File: config.mk
export PLATFORM = sky130hd
export DESIGN_NAME = ibs_sequencer
export DESIGN_NICKNAME = d
export VERILOG_FILES = /design/src/hdl/ibs_pkg.sv /design/src/hdl/ibs_sequencer.sv
export SDC_FILE = /design/constraint.sdc
export NUM_CORES = 1
export LEC_CHECK = 0
export BUFFER_PORTS_ARGS = -buffer_cell sky130_fd_sc_hd__buf_2
export CAP_MARGIN = 0
export CORE_MARGIN = 2
export CORE_UTILIZATION = 56
export CTS_BUF_LIST = sky130_fd_sc_hd__clkbuf_4 sky130_fd_sc_hd__clkbuf_8
export CTS_CLUSTER_SIZE = 12
export DETAILED_ROUTE_END_ITERATION = 6
export PLACE_DENSITY = 0.8
export SYNTH_ARGS = -nofsm -noshare
export SYNTH_HDL_FRONTEND = slang
export SYNTH_SLANG_ARGS = --single-unit
export TNS_END_PERCENT = 1
File: constraint.sdc
create_clock -name clock -period 3.9 [get_ports clock]
set_clock_uncertainty 0.2 [all_clocks]
set_input_delay 0.39 -clock clock [delete_from_list [all_inputs] [get_ports clock]]
set_output_delay 0.39 -clock clock [all_outputs]
set_load 0.03 [all_outputs]
File: src/hdl/ibs_pkg.sv
// package: constants and carrier types of the bus-cycle sequencer
package ibs_pkg;
    localparam logic [15:0] IDLE_ADDR = 16'hFFFF; // dummy-cycle address
    localparam logic [7:0] ZERO_PAGE = 8'h00; // direct-mode high byte
    localparam logic [15:0] RESET_PC = 16'h0000; // first opcode address
    localparam logic [7:0] PFX_Y = 8'h18; // page-select prefix, Y page
    localparam logic [7:0] PFX_D = 8'h1A; // page-select prefix, D compare
    localparam logic [7:0] OP_LDY_IMM = 8'hEC;
    localparam logic [7:0] OP_LDY_DIR = 8'hDE;
    localparam logic [7:0] OP_STY_DIR = 8'hDF;
    localparam logic [7:0] OP_CPY_IMM = 8'h8C;
    localparam logic [7:0] OP_CPY_DIR = 8'h9C;
    localparam logic [7:0] OP_CPD_IMM = 8'h83;
    localparam logic [7:0] OP_CPD_DIR = 8'h93;
    // low-nibble groups of unprefixed opcodes, plus one high nibble
    localparam logic [3:0] LO_ACC_MAX = 4'hB;
    localparam logic [3:0] LO_ALU16 = 4'h3;
    localparam logic [3:0] LO_STA8 = 4'h7;
    localparam logic [3:0] LO_CPX_LDD = 4'hC;
    localparam logic [3:0] LO_STD = 4'hD;
    localparam logic [3:0] LO_LDSX = 4'hE;
    localparam logic [3:0] LO_STSX = 4'hF;
    localparam logic [3:0] HI_DIR_B = 4'hD;

    typedef enum logic [2:0] {SRC_A, SRC_B, SRC_D, SRC_S, SRC_X, SRC_Y} ibs_src_t;

    typedef enum {ST_OPC, ST_OPC2, ST_DADR, ST_RDHI, ST_RDLO, ST_WRHI, ST_WRLO, ST_DUMMY} ibs_state_t;

    // decoded instruction group
    typedef struct packed {
        logic ok;
        logic dir;
        logic wide;
        logic dummy;
        logic store;
        ibs_src_t src;
    } ibs_dec_t;

    // core register values offered for stores
    typedef struct packed {
        logic [7:0] accA;
        logic [7:0] accB;
        logic [15:0] sp;
        logic [15:0] ix;
        logic [15:0] iy;
    } ibs_regs_t;

    // external bus drive
    typedef struct packed {
        logic [15:0] addr;
        logic rnw;
        logic [7:0] wdata;
    } ibs_bus_t;
endpackage

File: src/hdl/ibs_sequencer.sv
// module: immediate and direct mode bus-cycle sequencer
// Operation
// - immediate 8-bit ops: opcode, operand, 2 cycles
// - immediate 16-bit loads: opcode, high, low
// - immediate 16-bit alu: three reads plus dummy
// - immediate Y load: prefix, opcode, high, low
// - immediate D/Y compare: four reads plus dummy
// - direct mode: high address byte forced zero
// - direct 8-bit ops: opcode, address, operand
// - direct 16-bit loads: high then low byte
// - direct stores drive write low on data
// - direct Y load: five read cycles
// - direct Y store: three reads, two writes
`timescale 1ns/100ps
module ibs_sequencer
(
    input wire logic clock,
    input wire logic rst,
    input wire logic [7:0] dataIn,
    input wire ibs_pkg::ibs_regs_t regsIn,
    output ibs_pkg::ibs_bus_t busOut,
    output logic instDone,
    output logic [7:0] instOpcode,
    output logic [15:0] instOperand
);
    // whole state of the sequencer
    typedef struct packed {
        ibs_pkg::ibs_state_t st;
        ibs_pkg::ibs_bus_t bus;
        logic [15:0] pc;
        logic [7:0] page;
        logic [7:0] op;
        ibs_pkg::ibs_dec_t dec;
        logic [15:0] operand;
        logic [15:0] wword;
        logic done;
    } ibs_seq_t;

    ibs_seq_t s_q;
    ibs_seq_t s_d;
    ibs_pkg::ibs_dec_t decNow;

    function automatic logic [15:0] inc16(input logic [15:0] a);
        inc16 = a + 16'h0001;
    endfunction

    // opcode to cycle-group decode
    function automatic ibs_pkg::ibs_dec_t decode(input logic [7:0] page, input logic [7:0] op);
        ibs_pkg::ibs_dec_t d;
        logic [3:0] lo;
        logic [3:0] hi;
        d = '0;
        lo = op[3:0];
        hi = op[7:4];
        if (page == ibs_pkg::PFX_Y)
        begin
            if (op == ibs_pkg::OP_CPY_IMM || op == ibs_pkg::OP_CPY_DIR)
            begin
                d.ok = 1'b1;
                d.dir = op[4];
                d.wide = 1'b1;
                d.dummy = 1'b1;
            end
            else if (op == ibs_pkg::OP_LDY_IMM || op == ibs_pkg::OP_LDY_DIR)
            begin
                d.ok = 1'b1;
                d.dir = (op == ibs_pkg::OP_LDY_DIR);
                d.wide = 1'b1;
            end
            else if (op == ibs_pkg::OP_STY_DIR)
            begin
                d.ok = 1'b1;
                d.dir = 1'b1;
                d.wide = 1'b1;
                d.store = 1'b1;
                d.src = ibs_pkg::SRC_Y;
            end
        end
        else if (page == ibs_pkg::PFX_D)
        begin
            if (op == ibs_pkg::OP_CPD_IMM || op == ibs_pkg::OP_CPD_DIR)
            begin
                d.ok = 1'b1;
                d.dir = op[4];
                d.wide = 1'b1;
                d.dummy = 1'b1;
            end
        end
        else if (hi[3] && !hi[1])
        begin
            d.dir = hi[0];
            d.src = hi[2] ? ibs_pkg::SRC_B : ibs_pkg::SRC_A;
            if (lo == ibs_pkg::LO_ALU16 || (lo == ibs_pkg::LO_CPX_LDD && !hi[2]))
            begin
                d.ok = 1'b1;
                d.wide = 1'b1;
                d.dummy = 1'b1;
            end
            else if (lo == ibs_pkg::LO_STA8)
            begin
                d.ok = hi[0];
                d.store = 1'b1;
            end
            else if (lo <= ibs_pkg::LO_ACC_MAX)
            begin
                d.ok = 1'b1;
            end
            else if (lo == ibs_pkg::LO_CPX_LDD || lo == ibs_pkg::LO_LDSX)
            begin
                d.ok = 1'b1;
                d.wide = 1'b1;
            end
            else if (lo == ibs_pkg::LO_STD)
            begin
                d.ok = (hi == ibs_pkg::HI_DIR_B);
                d.wide = 1'b1;
                d.store = 1'b1;
                d.src = ibs_pkg::SRC_D;
            end
            else if (lo == ibs_pkg::LO_STSX)
            begin
                d.ok = hi[0];
                d.wide = 1'b1;
                d.store = 1'b1;
                d.src = hi[2] ? ibs_pkg::SRC_X : ibs_pkg::SRC_S;
            end
        end
        decode = d;
    endfunction

    // value a store puts on the bus, high byte first
    function automatic logic [15:0] storeWord(input ibs_pkg::ibs_src_t src, input ibs_pkg::ibs_regs_t r);
        case (src)
            ibs_pkg::SRC_A: storeWord = {r.accA, r.accA};
            ibs_pkg::SRC_B: storeWord = {r.accB, r.accB};
            ibs_pkg::SRC_D: storeWord = {r.accA, r.accB};
            ibs_pkg::SRC_S: storeWord = r.sp;
            ibs_pkg::SRC_X: storeWord = r.ix;
            default: storeWord = r.iy;
        endcase
    endfunction

    // decode of the byte fetched in the current cycle
    always_comb
    begin
        decNow = decode(s_q.st == ibs_pkg::ST_OPC2 ? s_q.page : 8'h00, dataIn);
    end

    // next-state and next-bus logic
    always_comb
    begin
        s_d = s_q;
        s_d.done = 1'b0;
        s_d.bus.rnw = 1'b1;
        case (s_q.st)
            ibs_pkg::ST_OPC, ibs_pkg::ST_OPC2:
            begin
                s_d.pc = inc16(s_q.bus.addr);
                s_d.bus.addr = s_d.pc;
                s_d.op = dataIn;
                s_d.dec = decNow;
                s_d.operand = '0;
                s_d.wword = storeWord(decNow.src, regsIn);
                if (s_q.st == ibs_pkg::ST_OPC && (dataIn == ibs_pkg::PFX_Y || dataIn == ibs_pkg::PFX_D))
                begin
                    s_d.page = dataIn;
                    s_d.st = ibs_pkg::ST_OPC2;
                end
                else if (!decNow.ok)
                begin
                    s_d.st = ibs_pkg::ST_OPC;
                    s_d.done = 1'b1;
                end
                else if (decNow.dir)
                begin
                    s_d.st = ibs_pkg::ST_DADR;
                end
                else
                begin
                    s_d.st = decNow.wide ? ibs_pkg::ST_RDHI : ibs_pkg::ST_RDLO;
                end
                if (s_q.st == ibs_pkg::ST_OPC2)
                begin
                    s_d.page = '0;
                end
            end
            ibs_pkg::ST_DADR:
            begin
                s_d.pc = inc16(s_q.bus.addr);
                s_d.bus.addr = {ibs_pkg::ZERO_PAGE, dataIn};
                if (s_q.dec.store)
                begin
                    s_d.bus.rnw = 1'b0;
                    s_d.st = s_q.dec.wide ? ibs_pkg::ST_WRHI : ibs_pkg::ST_WRLO;
                    s_d.bus.wdata = s_q.dec.wide ? s_q.wword[15:8] : s_q.wword[7:0];
                end
                else
                begin
                    s_d.st = s_q.dec.wide ? ibs_pkg::ST_RDHI : ibs_pkg::ST_RDLO;
                end
            end
            ibs_pkg::ST_RDHI:
            begin
                s_d.operand[15:8] = dataIn;
                if (!s_q.dec.dir)
                begin
                    s_d.pc = inc16(s_q.bus.addr);
                end
                s_d.bus.addr = inc16(s_q.bus.addr);
                s_d.st = ibs_pkg::ST_RDLO;
            end
            ibs_pkg::ST_WRHI:
            begin
                s_d.bus.addr = inc16(s_q.bus.addr);
                s_d.bus.rnw = 1'b0;
                s_d.bus.wdata = s_q.wword[7:0];
                s_d.st = ibs_pkg::ST_WRLO;
            end
            default:
            begin
                if (s_q.st == ibs_pkg::ST_RDLO)
                begin
                    s_d.operand[7:0] = dataIn;
                    if (!s_q.dec.dir)
                    begin
                        s_d.pc = inc16(s_q.bus.addr);
                    end
                end
                if (s_q.st == ibs_pkg::ST_RDLO && s_q.dec.dummy)
                begin
                    s_d.bus.addr = ibs_pkg::IDLE_ADDR;
                    s_d.st = ibs_pkg::ST_DUMMY;
                end
                else
                begin
                    s_d.bus.addr = s_d.pc;
                    s_d.st = ibs_pkg::ST_OPC;
                    s_d.done = 1'b1;
                end
            end
        endcase
    end

    // state register
    always_ff @(posedge clock)
    begin
        if (rst)
        begin
            s_q <= '0;
            s_q.st <= ibs_pkg::ST_OPC;
            s_q.bus.addr <= ibs_pkg::RESET_PC;
            s_q.bus.rnw <= 1'b1;
            s_q.pc <= ibs_pkg::RESET_PC;
        end
        else
        begin
            s_q <= s_d;
        end
    end

    // outputs straight from the state register
    assign busOut = s_q.bus;
    assign instDone = s_q.done;
    assign instOpcode = s_q.op;
    assign instOperand = s_q.operand;
endmodule // ibs_sequencer

==> results of run 1 <==
how the worst max path moves through the flow:
stage | startpoint | to | cells past startpoint
floorplan | dataIn[1] | s_q[10] | 10
global placement | dataIn[1] | s_q[10] | 10
detailed placement | dataIn[1] | s_q[10] | 10
finish | s_q[98] | s_q[4] | 6
CTS | s_q[100] | s_q[10] | 6
global route | s_q[100] | s_q[10] | 6
metrics by stage:
stage	cells	hold WS, ns	total power, mW	setup WS [ns]	instance area [um2]
floorplan	653	0.237	1.35	1.16	5460
global placement	826	0.244	1.42	0.800	5720
detailed placement	826	0.245	1.43	0.586	5720
CTS	842	0.106	2.11	0.949	5930
global route	842	0.116	2.19	0.686	5930
finish	842	0.114	2.10	0.878	5930
cells by family (layout without fill, tap and decap cells):
kind of cell	count (synthesis)	in the layout	synth area share [%]
flops	97	97	35.6
compound gates	182	182	25.4
fa+ha+maj	4	4	0.917
buf+inv	101	157	11.4
mux	4	4	0.963
simple gates	251	251	23.5
xor+xnor	14	14	2.25
layer usage:
layer	up-vias	wire (um)
met1	2454	6330
met3	34	1120
met2	258	7320
met4	0	311
li1	2461	-
met5	-	0
critical path, cell delays in order (launching register included):
cell	delay, ns
dfxtp_1	0.64
nor2b_1	0.46
a31oi_1	0.31
a32o_1	0.34
nor2_1	0.60
a211oi_1	0.13
a211oi_1	0.24
placed cells by master, fill, tap and decap left out, types with 9 or more instances in the layout:
cell       netlist  routed
a211oi_1        35      35
a22oi_1         18      18
buf_4           54       9
a2111oi_0       16      16
a21oi_1         32      31
dfxtp_1         97      97
nand3_1         12      12
and2_1          19      19
nor2b_1         10      10
buf_2            7     123
nor3_1          22      22
nand2_1         40      40
o21ai_0         15      15
nor2_1          99      98
a221o_1         10      10
clkbuf_8         0      10
a221oi_1         9       9
final cells by class:
class                           count  area (um2)  area share [%]
Multi-Input combinational cell    455        2900            48.9
Sequential cell                    97        1940            32.7
Timing Repair Buffer              132         683            11.5
Tap cell                          133         166            2.81
Clock buffer                       11         145            2.45
Clock inverter                      5        62.6            1.05
Inverter                            9        33.8           0.570
power by group through the flow:
stage	Combinational (mW)	Sequential, mW	Clock (mW)
after floorplan	0.255	1.09	0
after global routing	0.363	1.09	0.737
after detailed placement	0.330	1.11	0
after CTS	0.331	1.08	0.694
final	0.335	1.08	0.684
after global placement	0.322	1.10	0
sequential cells by signal (all words and copies together), names as in the netlist:
name and count:
busOut 25, instDone 1, instOpcode 8, instOperand 16, s_q 47
==> impl_metrics.ini, run 1 <==
[status]
outcome = finished clean

[logic_synthesis]
synth_area_leader_cell = dfxtp_1
yosysSeqAreaShare_pct = 35.6
yosys_warnings = 0
synth_commonest_cells = nor2_1, dfxtp_1, buf_4, nand2_1, a211oi_1
async_flop_share_pct = 0
netlist_area_um2 = 5460
synth_seq_cells = 97
synthTopCellsByArea = dfxtp_1, buf_4, nor2_1
synth-edff-count = 0
synth.distinct_cells = 63
synth-main-ff-cell = dfxtp_1
synth_most_common_cell = nor2_1
synth_nets = 731
syn_inst = 653
synth.avg_cell_area_um2 = 8.35
yosysTopAreaCellShare_pct = 35.6

[setup_path]
ff2ff_path_depth = 6
required_ns = 3.98
path_max_fanout = 12
ff2ff_setup_slack_ns = 0.88
crit_path_end_kind = flip-flop
reg2reg_to = s_q[4]
r2r_start = s_q[98]
critical_path_class = reg -> reg
worst_setup_path_start_kind = flip-flop
arrival_ns = 3.10

[grt]
met3_usage_pct = 5.29
use_met2_pct = 45.8
grt_first_pass_wirelength_um = 23300
grt_max_degree = 51
track_usage_pct = 28.1
grt-ovfl-total = 0
grtUsageMet1_pct = 37.0
grt_pass1_vias = 4713
top_usage_layer = met2
antenna_found_initial = 0

[routing]
wl_per_cell_um = 17.9
firstDrtPassIters = 5
viasPerCell = 6.18
vias = 5207
drtIter0Drc = 351
antenna_left = 0
wl_um = 15100
post-route-drc-count = 0

[sta]
finalMaxSlewViolations = 0
hold_violations = 0
worst_pin_slew_ns = 1.08
finalSetupViolCount = 0
rsz0062_at_grt = false
min_period_ns = 3.02
slew_headroom_pct = 27.8
fmax_mhz = 331
fin_crit_sh_pct = 77.5
fin_setup_tns_ns = 0

[clock_tree]
htreeDepth = 3
cts_setup_buffers = 0
clk_pin_slew_worst_paths_ns = 0.10
insertion_delay_ns = 0.36
clk_path_buf_depth = 2
tritoncts = done
numCtsBuffers = 9
clock-sinks = 97
ctsResizeCount = 0
cts_root_buf = clkbuf_8
hold_buffers = 0

[run]
max-cap-violations = 0

[pwr]
power_frac_comb_pct = 15.9
switchingPower_mw = 0.617
cellPowerDensity_nw_per_um2 = 355
p_leak_nw = 2.39
switching_share_pct = 29.3
p_int_mw = 1.49
ir_drop_v = 0.000164
seqPwrFrac_pct = 51.5
clkPwrFrac_pct = 32.5

[placed_design]
hpwl_um = 10700
port-buffer-count = 123
place_congestion = 0.959

[final_layout]
fin_nets = 782
fillers = 862
n_antenna_cell = 0
area_growth_pct = 8.74
postLayoutCoreUtil_pct = 61.8
drive_above_1_share_pct = 23.4

[min_path]
holdCritStartpoint = regsIn[14]
hp-class = in -> reg
whs_path_depth = 3
worstHoldEndpoint = s_q[15]

[floorplanning]
fp-row-count = 36
core_um2 = 9590
num_io_pins = 124
start_util_pct = 56.9
die_h_um = 103
die_w_um = 103
dieArea_um2 = 10500
Note: power is estimated with default switching activity, not from simulation.
==> run 2: changes to the inputs <==
==> constraint.sdc (replaced) <==
create_clock -name clock -period 3.15 [get_ports clock]
set_clock_uncertainty 0.2 [all_clocks]
set_input_delay 0.315 -clock clock [delete_from_list [all_inputs] [get_ports clock]]
set_output_delay 0.315 -clock clock [all_outputs]
set_load 0.03 [all_outputs]
==> run 2 against run 1 <==
Net effect: sequential share of layout area is 0.63 points lower; hold slack got worse by 0.078 ns; flip-flop and latch count stayed put; critical path depth increased by 4.
==> impl_metrics.ini, run 2 (synthesis gave the netlist of run 1 again) <==
[floorplanning]
num_io_pins = 124
die_h_um = 103
start_util_pct = 56.9
fp-row-count = 36
die_w_um = 103
dieArea_um2 = 10500
core_um2 = 9590

[clock_tree]
clock-sinks = 97
htreeDepth = 3
cts_setup_buffers = 0
numCtsBuffers = 9
clk_pin_slew_worst_paths_ns = 0.09
tritoncts = done
ctsResizeCount = 0
clk_path_buf_depth = 2
cts_root_buf = clkbuf_8
insertion_delay_ns = 0.37
hold_buffers = 0

[final_layout]
postLayoutCoreUtil_pct = 63.0
final_cell_mix = buf_2, nor2_1, dfxtp_1
n_antenna_cell = 0
largest_reg_flops = 47
final_common_cell = buf_2
finalInstanceArea_um2 = 6050
regMostFlops = s_q
drive_above_1_share_pct = 24.9
fin_nets = 796
area_growth_pct = 10.9

[setup_path]
crit_chain = buf_2 > nand4_2 > inv_2 > ha_1 > and3b_1 > mux2i_4 > o21ai_2 > a32o_1 > a2111oi_0 > nor3_1
path_max_fanout = 13
critical_path_class = in -> reg
crit_buf_inv = 2
crit_family = compound AO/OA/AOI/OAI gates
arrival_ns = 2.66
worst_setup_path_start_kind = input port
crit_path_end_kind = flip-flop
required_ns = 3.20
crit_slowest_cell = a2111oi_0
critPathMaxStageDelay_ns = 0.41

[routing]
drtIter0Drc = 447
wl_per_cell_um = 17.8
antenna_left = 0
vias = 5241
wl_um = 15300
firstDrtPassIters = 6
post-route-drc-count = 0
viasPerCell = 6.12

[sta]
worst_pin_slew_ns = 0.830
finalMaxSlewViolations = 0
slew_headroom_pct = 44.2
fmax_mhz = 382
finalSetupViolCount = 0
rsz0062_at_grt = false
hold_violations = 0
fin_ws_ns = 0.534
fin_crit_sh_pct = 83.0
min_period_ns = 2.62
fin_setup_tns_ns = 0

[pwr]
power.total_mw = 2.68
ir_drop_v = 0.000187
p_leak_nw = 2.47
cellPowerDensity_nw_per_um2 = 442

[placed_design]
port-buffer-count = 123
place_area_um2 = 5830
place_congestion = 0.973
place_ws_ns = 0.194
hpwl_um = 10800

[grt]
grt_first_pass_wirelength_um = 23600
track_usage_pct = 28.6
antenna_found_initial = 0
grt_max_degree = 45
grt-ovfl-total = 0
grt_pass1_vias = 4717

[status]
outcome = finished clean

[min_path]
hp-class = in -> reg

[run]
max-cap-violations = 0
run 2: cell count changes in the layout (fill, tap and decap cells not counted):
cell and delta:
clkinvlp_4 -1, clkinv_2 +2, bufinv_16 +1, inv_6 -1, clkinv_4 +1, clkbuf_8 -1, buf_4 +14, clkbuf_4 -1
run 2: worst reg2reg max path, cell delays in order, from the launching register on:
cell and delay (ns):
dfxtp_1 0.35, nor2b_1 0.38, and3_1 0.47, nor2_1 0.20
a32o_1 0.32, a2111oi_0 0.41, nor3_1 0.09
run 2: area by class of cell:
cell class | count | area [um2]
fill | 863 | 3550
multi-input combinational | 455 | 2900
sequential | 97 | 1940
timing repair buffer | 146 | 788
tap | 133 | 166
clock buffer | 9 | 124
clock inverter | 7 | 95.1
inverter | 9 | 33.8
run 2: metrics by stage:
stage / instances / hold WS (ns)
finish: 856 / 0.0356
global route: 856 / 0.0506
CTS: 856 / 0.0306
detailed placement: 840 / 0.251
global placement: 840 / 0.251
floorplan: 653 / 0.237
run 2: final timing paths:
check,from,endpoint,slack [ns],depth (start not counted)
setup reg to reg,s_q[100],s_q[9],0.61,6
setup / recovery,dataIn[0],s_q[9],0.53,10
hold / removal,regsIn[44],s_q[13],0.04,3
hold reg to reg,instOpcode[3],instOpcode[3],0.26,2
run 2: power breakdown:
group / total [mW] / internal, mW / switching [mW] / leakage, nW
clock network: 0.907 / 0.447 / 0.460 / 0.109
registers: 1.34 / 1.29 / 0.0514 / 0.792
logic: 0.431 / 0.162 / 0.269 / 1.57
total: 2.68 / 1.90 / 0.780 / 2.47
run 2: layer usage:
layer / vias up / part of all wire (%) / GRT usage (%)
met5: - / 0 / 0
met4: 0 / 2.5 / 10.1
met3: 35 / 6.7 / 5.08
met2: 251 / 48 / 46.6
met1: 2477 / 43 / 38.1
li1: 2478 / - / -
